`config.mk`:
```
export PLATFORM = sky130hd
export DESIGN_NAME = tpp_top
export DESIGN_NICKNAME = d
export VERILOG_FILES = /design/src/core/tpp_phase.v /design/src/core/tpp_top.v
export VERILOG_INCLUDE_DIRS = /design/src /design/src/core
export SDC_FILE = /design/constraint.sdc
export NUM_CORES = 1
export LEC_CHECK = 0
export BUFFER_PORTS_ARGS = -buffer_cell sky130_fd_sc_hd__buf_4
export CAP_MARGIN = 20
export CORE_MARGIN = 8
export CORE_UTILIZATION = 25
export DETAILED_ROUTE_END_ITERATION = 16
export GPL_TIMING_DRIVEN = 0
export PLACE_DENSITY_LB_ADDON = 0.3
export SYNTH_ARGS = -nofsm -noshare
export SYNTH_HDL_FRONTEND = slang
export SYNTH_SLANG_ARGS = --single-unit
```
`constraint.sdc`:
```
create_clock -name sys_clk -period 5.6 [get_ports sys_clk]
set_input_delay 1.12 -clock sys_clk [delete_from_list [all_inputs] [get_ports sys_clk]]
set_output_delay 1.12 -clock sys_clk [all_outputs]
set_load 0.03 [all_outputs]
```
`src/core/tpp_consts.vh`:
```
// constants of the three-phase pwm block: offsets, fields, timing
// assumes a 200 MHz sys_clk and a plain strobe register port
// How it works
// - undivided triangle carrier, period 3240, 2.0us dead time
// - new duties load at carrier trough, and on every cycle while not running
// - adc start trigger every period, never skipped
// - all six gate outputs are active high
// - falling edge on overcurrent input requests stop
// - both gates of a phase on forces stop
// - stop interrupt level 15, no nesting
// - adc done interrupt level 12, nestable
// - u on b b/d, v on b a/c, w on a b/d
// - adc trigger fires one clock after the carrier trough
`ifndef TPP_CONSTS_VH
`define TPP_CONSTS_VH

`define TPP_CNT_W        12
`define TPP_PERIOD       12'hCA8
`define TPP_CARRIER_NS   50000
`define TPP_CLK_NS       5
`define TPP_DEAD_NS      2000
`define TPP_DEAD_CYC     ((`TPP_DEAD_NS + `TPP_CLK_NS - 1) / `TPP_CLK_NS)
`define TPP_DT_W         10

`define TPP_ADDR_W       8
`define TPP_DATA_W       32
`define TPP_OFS_CTRL     8'h00
`define TPP_OFS_DUTY_U   8'h04
`define TPP_OFS_DUTY_V   8'h08
`define TPP_OFS_DUTY_W   8'h0C
`define TPP_OFS_STAT     8'h10
`define TPP_OFS_MASK     8'h14
`define TPP_OFS_STATE    8'h18

`define TPP_CTRL_RUN     0
`define TPP_CTRL_CLR     1
`define TPP_EV_W         3
`define TPP_EV_STOP      0
`define TPP_EV_SHORT     1
`define TPP_EV_ADC       2
`define TPP_ST_LATCH     0
`define TPP_ST_UP        1
`define TPP_ST_CNT_LO    4

`define TPP_LVL_STOP     4'hF
`define TPP_LVL_ADC      4'hC
`define TPP_LVL_NONE     4'h0

`endif

```
`src/core/tpp_phase.v`:
```
// one complementary gate pair with dead-time insertion
// assumes carrier count and duty are stable in the sys_clk domain
`timescale 1ns/1ps
`default_nettype none
`include "tpp_consts.vh"
module tpp_phase (
  input  wire                  sys_clk,
  input  wire                  sys_rst,
  input  wire                  en,
  input  wire [`TPP_CNT_W-1:0] cnt,
  input  wire [`TPP_CNT_W-1:0] duty,
  output reg                   hi_r,
  output reg                   lo_r
);
  // dead time rounded up to whole clocks, never shorter than asked
  localparam integer         DT_I    = `TPP_DEAD_CYC;
  localparam [`TPP_DT_W-1:0] DT      = DT_I[`TPP_DT_W-1:0];
  localparam [`TPP_DT_W-1:0] DT_ZERO = {`TPP_DT_W{1'b0}};

  wire                 want_hi;
  reg                  side_r;
  reg [`TPP_DT_W-1:0]  dt_r;

  assign want_hi = (cnt < duty);

  // every change of side waits the full dead time with both gates off
  always @(posedge sys_clk or posedge sys_rst) begin
    if (sys_rst) begin
      side_r <= 1'b0;
      dt_r   <= DT;
      hi_r   <= 1'b0;
      lo_r   <= 1'b0;
    end else if (!en) begin
      side_r <= 1'b0;
      dt_r   <= DT;
      hi_r   <= 1'b0;
      lo_r   <= 1'b0;
    end else if (want_hi != side_r) begin
      side_r <= want_hi;
      dt_r   <= DT;
      hi_r   <= 1'b0;
      lo_r   <= 1'b0;
    end else if (dt_r != DT_ZERO) begin
      dt_r   <= dt_r - 1'b1;
      hi_r   <= 1'b0;
      lo_r   <= 1'b0;
    end else begin
      hi_r   <= side_r;
      lo_r   <= ~side_r;
    end
  end
endmodule
`default_nettype wire

```
`src/core/tpp_top.v`:
```
// three-phase complementary pwm with emergency stop and adc trigger
// assumes synchronous pins and a one-cycle strobe register port
//
// Local design decisions: the placing of the registers and the plain strobed port.
`timescale 1ns/1ps
`default_nettype none
`include "tpp_consts.vh"
module tpp_top (
  input  wire                  sys_clk,
  input  wire                  sys_rst,
  input  wire [`TPP_ADDR_W-1:0] reg_addr,
  input  wire [`TPP_DATA_W-1:0] reg_wdata,
  input  wire                  reg_we,
  input  wire                  reg_re,
  output reg  [`TPP_DATA_W-1:0] reg_rdata,
  input  wire                  overcurrent_stop_input_n,
  input  wire                  adc_done,
  output reg                   adc_start,
  output reg                   ch_b_out_b,
  output reg                   ch_b_out_d,
  output reg                   ch_b_out_a,
  output reg                   ch_b_out_c,
  output reg                   ch_a_out_b,
  output reg                   ch_a_out_d,
  output reg                   irq,
  output reg  [3:0]            irq_level,
  output reg                   irq_nest_ok
);
  localparam [`TPP_CNT_W-1:0] PER     = `TPP_PERIOD;
  localparam [`TPP_CNT_W-1:0] CNT_ONE = {{(`TPP_CNT_W-1){1'b0}}, 1'b1};
  // turn one step early so the peak itself is the period value
  localparam [`TPP_CNT_W-1:0] CNT_TOP = PER - CNT_ONE;

  // counter direction state, one-hot
  localparam [1:0] ST_UP   = 2'b01;
  localparam [1:0] ST_DOWN = 2'b10;

  reg                   run_r;
  reg                   run_nxt;
  reg [1:0]             dir_r;
  reg [1:0]             dir_nxt;
  reg [`TPP_CNT_W-1:0]  cnt_r;
  reg [`TPP_CNT_W-1:0]  cnt_nxt;
  reg [`TPP_CNT_W-1:0]  shd_u_r;
  reg [`TPP_CNT_W-1:0]  shd_v_r;
  reg [`TPP_CNT_W-1:0]  shd_w_r;
  reg [`TPP_CNT_W-1:0]  act_u_r;
  reg [`TPP_CNT_W-1:0]  act_v_r;
  reg [`TPP_CNT_W-1:0]  act_w_r;
  reg                   oc_prev_r;
  reg                   latch_r;
  reg                   latch_nxt;
  reg [`TPP_EV_W-1:0]   stat_r;
  reg [`TPP_EV_W-1:0]   stat_nxt;
  reg [`TPP_EV_W-1:0]   mask_r;
  reg [`TPP_DATA_W-1:0] rd_nxt;

  wire                  trough;
  wire                  oc_fall;
  wire                  shorted;
  wire                  gate_en;
  wire                  wr_ctrl;
  wire                  rd_stat;
  wire [`TPP_EV_W-1:0]  events;
  wire [`TPP_EV_W-1:0]  pend;
  wire                  u_hi;
  wire                  u_lo;
  wire                  v_hi;
  wire                  v_lo;
  wire                  w_hi;
  wire                  w_lo;

  assign trough  = run_r && (cnt_r == {`TPP_CNT_W{1'b0}});
  assign oc_fall = oc_prev_r && !overcurrent_stop_input_n;
  // duty compare and dead time may never overlap, but guard anyway
  assign shorted = (u_hi & u_lo) | (v_hi & v_lo) | (w_hi & w_lo);
  assign gate_en = run_r && !latch_r;
  assign wr_ctrl = reg_we && (reg_addr == `TPP_OFS_CTRL);
  assign rd_stat = reg_re && (reg_addr == `TPP_OFS_STAT);
  assign pend    = stat_r & mask_r;

  assign events[`TPP_EV_STOP]  = oc_fall;
  assign events[`TPP_EV_SHORT] = shorted;
  assign events[`TPP_EV_ADC]   = adc_done;

  // ---------------- carrier counter
  always @* begin
    run_nxt = run_r;
    if (wr_ctrl) begin
      run_nxt = reg_wdata[`TPP_CTRL_RUN];
    end
  end

  // triangle: 0 up to period, back down to 0; the trough is count zero
  always @* begin
    dir_nxt = dir_r;
    cnt_nxt = cnt_r;
    if (!run_r) begin
      dir_nxt = ST_UP;
      cnt_nxt = {`TPP_CNT_W{1'b0}};
    end else begin
      case (dir_r)
        ST_UP: begin
          cnt_nxt = cnt_r + CNT_ONE;
          if (cnt_r == CNT_TOP) begin
            dir_nxt = ST_DOWN;
          end
        end
        ST_DOWN: begin
          cnt_nxt = cnt_r - CNT_ONE;
          if (cnt_r == CNT_ONE) begin
            dir_nxt = ST_UP;
          end
        end
        default: begin
          dir_nxt = ST_UP;
          cnt_nxt = {`TPP_CNT_W{1'b0}};
        end
      endcase
    end
  end

  always @(posedge sys_clk or posedge sys_rst) begin
    if (sys_rst) begin
      run_r <= 1'b0;
      dir_r <= ST_UP;
      cnt_r <= {`TPP_CNT_W{1'b0}};
    end else begin
      run_r <= run_nxt;
      dir_r <= dir_nxt;
      cnt_r <= cnt_nxt;
    end
  end

  // ---------------- duty shadow and active copies
  always @(posedge sys_clk or posedge sys_rst) begin
    if (sys_rst) begin
      shd_u_r <= {`TPP_CNT_W{1'b0}};
      shd_v_r <= {`TPP_CNT_W{1'b0}};
      shd_w_r <= {`TPP_CNT_W{1'b0}};
    end else if (reg_we) begin
      if (reg_addr == `TPP_OFS_DUTY_U) begin
        shd_u_r <= reg_wdata[`TPP_CNT_W-1:0];
      end
      if (reg_addr == `TPP_OFS_DUTY_V) begin
        shd_v_r <= reg_wdata[`TPP_CNT_W-1:0];
      end
      if (reg_addr == `TPP_OFS_DUTY_W) begin
        shd_w_r <= reg_wdata[`TPP_CNT_W-1:0];
      end
    end
  end

  // load while idle too, so the first period starts with fresh duties
  always @(posedge sys_clk or posedge sys_rst) begin
    if (sys_rst) begin
      act_u_r <= {`TPP_CNT_W{1'b0}};
      act_v_r <= {`TPP_CNT_W{1'b0}};
      act_w_r <= {`TPP_CNT_W{1'b0}};
    end else if (trough || !run_r) begin
      act_u_r <= shd_u_r;
      act_v_r <= shd_v_r;
      act_w_r <= shd_w_r;
    end
  end

  // ---------------- adc trigger, one pulse per carrier period
  always @(posedge sys_clk or posedge sys_rst) begin
    if (sys_rst) begin
      adc_start <= 1'b0;
    end else begin
      adc_start <= trough;
    end
  end

  // ---------------- phases
  tpp_phase u_ph_u (
    .sys_clk (sys_clk),
    .sys_rst (sys_rst),
    .en      (gate_en),
    .cnt     (cnt_r),
    .duty    (act_u_r),
    .hi_r    (u_hi),
    .lo_r    (u_lo)
  );

  tpp_phase u_ph_v (
    .sys_clk (sys_clk),
    .sys_rst (sys_rst),
    .en      (gate_en),
    .cnt     (cnt_r),
    .duty    (act_v_r),
    .hi_r    (v_hi),
    .lo_r    (v_lo)
  );

  tpp_phase u_ph_w (
    .sys_clk (sys_clk),
    .sys_rst (sys_rst),
    .en      (gate_en),
    .cnt     (cnt_r),
    .duty    (act_w_r),
    .hi_r    (w_hi),
    .lo_r    (w_lo)
  );

  // ---------------- emergency stop latch
  // a new stop event beats a simultaneous software clear
  always @* begin
    latch_nxt = latch_r;
    if (wr_ctrl && reg_wdata[`TPP_CTRL_CLR]) begin
      latch_nxt = 1'b0;
    end
    if (oc_fall || shorted) begin
      latch_nxt = 1'b1;
    end
  end

  always @(posedge sys_clk or posedge sys_rst) begin
    if (sys_rst) begin
      oc_prev_r <= 1'b1;
      latch_r   <= 1'b0;
    end else begin
      oc_prev_r <= overcurrent_stop_input_n;
      latch_r   <= latch_nxt;
    end
  end

  // ---------------- gate pins, killed combinationally from the event
  // so the pins drop on the same edge that latches the stop
  always @(posedge sys_clk or posedge sys_rst) begin
    if (sys_rst) begin
      ch_b_out_b <= 1'b0;
      ch_b_out_d <= 1'b0;
      ch_b_out_a <= 1'b0;
      ch_b_out_c <= 1'b0;
      ch_a_out_b <= 1'b0;
      ch_a_out_d <= 1'b0;
    end else if (latch_nxt) begin
      ch_b_out_b <= 1'b0;
      ch_b_out_d <= 1'b0;
      ch_b_out_a <= 1'b0;
      ch_b_out_c <= 1'b0;
      ch_a_out_b <= 1'b0;
      ch_a_out_d <= 1'b0;
    end else begin
      ch_b_out_b <= u_hi;
      ch_b_out_d <= u_lo;
      ch_b_out_a <= v_hi;
      ch_b_out_c <= v_lo;
      ch_a_out_b <= w_hi;
      ch_a_out_d <= w_lo;
    end
  end

  // ---------------- status, mask, interrupt
  // read of status clears it; a same-cycle event survives the clear
  always @* begin
    stat_nxt = stat_r;
    if (rd_stat) begin
      stat_nxt = {`TPP_EV_W{1'b0}};
    end
    stat_nxt = stat_nxt | events;
  end

  always @(posedge sys_clk or posedge sys_rst) begin
    if (sys_rst) begin
      stat_r <= {`TPP_EV_W{1'b0}};
      mask_r <= {`TPP_EV_W{1'b0}};
    end else begin
      stat_r <= stat_nxt;
      if (reg_we && (reg_addr == `TPP_OFS_MASK)) begin
        mask_r <= reg_wdata[`TPP_EV_W-1:0];
      end
    end
  end

  // stop and short share the top level; adc completion sits below
  always @(posedge sys_clk or posedge sys_rst) begin
    if (sys_rst) begin
      irq         <= 1'b0;
      irq_level   <= `TPP_LVL_NONE;
      irq_nest_ok <= 1'b0;
    end else begin
      irq <= |(stat_nxt & mask_r);
      if (|(stat_nxt[`TPP_EV_SHORT:`TPP_EV_STOP]
            & mask_r[`TPP_EV_SHORT:`TPP_EV_STOP])) begin
        irq_level   <= `TPP_LVL_STOP;
        irq_nest_ok <= 1'b0;
      end else if (stat_nxt[`TPP_EV_ADC] & mask_r[`TPP_EV_ADC]) begin
        irq_level   <= `TPP_LVL_ADC;
        irq_nest_ok <= 1'b1;
      end else begin
        irq_level   <= `TPP_LVL_NONE;
        irq_nest_ok <= 1'b0;
      end
    end
  end

  // ---------------- read port, data one cycle after the strobe
  always @* begin
    rd_nxt = {`TPP_DATA_W{1'b0}};
    case (reg_addr)
      `TPP_OFS_CTRL: begin
        rd_nxt[`TPP_CTRL_RUN] = run_r;
      end
      `TPP_OFS_DUTY_U: begin
        rd_nxt[`TPP_CNT_W-1:0] = shd_u_r;
      end
      `TPP_OFS_DUTY_V: begin
        rd_nxt[`TPP_CNT_W-1:0] = shd_v_r;
      end
      `TPP_OFS_DUTY_W: begin
        rd_nxt[`TPP_CNT_W-1:0] = shd_w_r;
      end
      `TPP_OFS_STAT: begin
        rd_nxt[`TPP_EV_W-1:0] = stat_r;
      end
      `TPP_OFS_MASK: begin
        rd_nxt[`TPP_EV_W-1:0] = mask_r;
      end
      `TPP_OFS_STATE: begin
        rd_nxt[`TPP_ST_LATCH] = latch_r;
        rd_nxt[`TPP_ST_UP]    = dir_r[0];
        rd_nxt[`TPP_ST_CNT_LO+`TPP_CNT_W-1:`TPP_ST_CNT_LO] = cnt_r;
      end
      default: begin
        rd_nxt = {`TPP_DATA_W{1'b0}};
      end
    endcase
  end

  // data stand only in the cycle after the strobe, zero otherwise
  always @(posedge sys_clk or posedge sys_rst) begin
    if (sys_rst) begin
      reg_rdata <= {`TPP_DATA_W{1'b0}};
    end else if (reg_re) begin
      reg_rdata <= rd_nxt;
    end else begin
      reg_rdata <= {`TPP_DATA_W{1'b0}};
    end
  end
endmodule
`default_nettype wire

```
==> results_dict.tcl <==
set metrics [dict create \
    arrival_ps 3360 \
    worstMarginPinSlew_ps 944.9 \
    antenna_found_initial 0 \
    drt_iter0_drc 355 \
    cts_resized 0 \
    async_flop_share_pct 100.0 \
    insertion_delay_ps 440 \
    yosys.area.top_type_share_pct 43.65 \
    num_rows 67 \
    relSlewSlack_pct 37.01 \
    grt_pass1_vias 6067 \
    vias 6003 \
    drt-total-wl_um 21590 \
    track_usage_pct 10.93 \
    rsz0062_at_grt "false" \
    htreeDepth 4 \
    status "finished, final reports clean" \
    cts_num_sinks 160 \
    fmax_ghz 0.3336 \
    ant_nets 0 \
    grt_pass1_wl_um 35110 \
    synth-edff-count 0 \
    overflow 0 \
    drt-vias-per-instance 4.497 \
    worst_setup_path_end_kind "flip-flop" \
    cts_made_buffers 17 \
    core_um2 33620 \
    diodes 0 \
    drive_above_1_share_pct 21.42 \
    skew_ps 10.99 \
    die_y_um 200.8 \
    criticalPathCategory "input pin to flip-flop" \
    setup_viol 0 \
    die_area_um2 40340 \
    netlist_instances 784 \
    synth_cell_types 68 \
    synth_area_um2 8542 \
    swShare_pct 26.84 \
    comb_power_share_pct 8.7 \
    final_common_cell "dfrtp_1" \
    p_switching_mw 0.6867 \
    dieWidth_um 200.8 \
    p_int_mw 1.872 \
    yosys-top-cells-area "dfrtp_1 44%, mux2_2 7.0%, ha_1 6.6%" \
    cp_data_required_time_ps 5960 \
    synth_flop_cell "dfrtp_1" \
    avgSynthCellArea_um2 10.90 \
    place_area_um2 9592 \
    drc_errors 0 \
    clockPowerShare_pct 44.2 \
    syn_to_final_growth_pct 18.94 \
    vdd_drop_max_mv 0.1547 \
    clk_pin_slew_worst_paths_ps 60 \
    power.static_leakage_nw 4.892 \
    hold_buffers 0 \
    tritoncts "yes" \
    final_util_pct 30.22 \
    powerDensity_nw_per_um2 251.8 \
    min_period_over_period_pct 53.53 \
    period_minus_slack_ps 2998 \
    initial_core_util_pct 25.41 \
    layout_common_cells "149 x dfrtp_1, 72 x buf_4, 53 x mux2_2" \
    place.gp.congestion 0.8417 \
    cts_buffer_depth 2 \
    ys_seq_elements 160 \
    start_kind "input pin" \
    yosysWarnings 0 \
    fin_nets 965 \
    avgRoutedWirePerCell_um 16.17 \
    fin_area_um2 10160 \
    pin_count 91 \
    p_seq_share_pct 47.1 \
    drtPass1Iterations 4 \
    yosysSeqAreaShare_pct 47.03 \
    hpwl_um 15970 \
    postCtsSetupBuffers 0 \
    hold_violations 0 \
    root_buffer "clkbuf_16" \
    max-cap-violations 0 \
    hold_class "flip-flop to flip-flop" \
    slew_viol_final 0 \
    grt_max_degree 90 \
    path_max_fanout 10 \
    portBuffers 53 \
    synth.largest_area_cell "dfrtp_1" \
]
area by class of cell:
class	instances	area [µm²]
clock inverter	13	115.1
clock buffer	19	442.9
inverter	50	195.2
buffer	52	301.5
multi-input combinational	537	4091
timing repair buffer	56	435.4
tap	448	560.5
sequential	160	4018
fill	3469	23460
sequential cells by signal, indices dropped and copies added (netlist names), 2 cells and up:
name	flops
act_u_r	12
act_v_r	12
act_w_r	12
cnt_r	12
dir_r	2
irq_level	2
mask_r	3
reg_rdata	16
shd_u_r	12
shd_v_r	12
shd_w_r	12
stat_r	3
u_ph_u.dt_r	10
u_ph_v.dt_r	10
u_ph_w.dt_r	10
worst max-delay path, cell delays in order:
cell and delay (ps):
buf_4 110, nor3_1 340, and3b_1 210, clkbuf_1 370
nand4_1 190, a211oi_1 780, and2_1 230
power by group through the flow:
stage | Sequential, mW | Combinational (mW) | Clock [mW]
6_report | 1.20 | 0.224 | 1.13
5_1_grt | 1.21 | 0.249 | 1.21
4_1_cts | 1.20 | 0.226 | 1.17
3_5_place_dp | 1.23 | 0.225 | 0
3_3_place_gp | 1.23 | 0.220 | 0
2_1_floorplan | 1.22 | 0.152 | 0
synth_stat cells, drive strengths merged, types with 10 or more instances:
| cell type | instances |
|---|---|
| a21o | 15 |
| a22oi | 15 |
| mux2i | 12 |
| xor2 | 11 |
| nand2 | 46 |
| ha | 45 |
| a21oi | 21 |
| buf | 30 |
| dfrtp | 149 |
| nor2 | 46 |
| inv | 50 |
| and3 | 14 |
| or3 | 13 |
| nand3 | 16 |
| nor4 | 12 |
| o21ai | 17 |
| clkbuf | 22 |
| xnor2 | 14 |
| dfstp | 11 |
| and2 | 16 |
| nor2b | 10 |
| nor3 | 15 |
| mux2 | 89 |
metrics by stage:
| stage | setup TNS [ps] | hold slack [ps] | power [mW] | setup WS [ps] | cells |
|---|---|---|---|---|---|
| global route | 0 | 492.7 | 2.664 | 2315 | 1335 |
| detailed placement | 0 | 465.9 | 1.451 | 2063 | 1301 |
| floorplan | 0 | 453.4 | 1.374 | 178.3 | 799 |
| global placement | -301900 | 465.2 | 1.446 | -2024 | 1300 |
| finish | 0 | 479.6 | 2.558 | 2602 | 1335 |
| CTS | 0 | 480.4 | 2.596 | 2516 | 1333 |
layer usage:
layer	part of all wire (%)	GRT usage (%)	vias up
met3	2.7	2.146	10
met2	45	16.65	77
li1	-	-	2952
met4	0.85	3.022	0
met1	52	15.49	2964
met5	0	0	-
path summary, 6_finish.rpt:
kind	startpoint	to	slack, ps	depth (start not counted)
max	reg_addr[5]	ch_b_out_a	2600	7
min	u_ph_v.lo_r	ch_b_out_c	480	1
max reg2reg	cnt_r[0]	u_ph_v.lo_r	2970	6
min reg2reg	u_ph_v.lo_r	ch_b_out_c	480	1
max in group asynchronous	sys_rst	act_w_r[5]	4060	3
min in group asynchronous	sys_rst	u_ph_w.dt_r[2]	730	2
cells by family after synthesis:
group | Yosys count | share of synthesized area [%]
muxes | 102 | 13.40
other | 1 | 0.04390
DFF | 160 | 47.03
adders and majority gates | 45 | 6.591
buffers and inverters | 102 | 5.727
and+or+nand+nor | 233 | 15.22
xor gates and xnor gates | 25 | 2.563
AOI/OAI and AO/OA | 116 | 9.418
No activity file was read; power rests on OpenSTA's default activity.
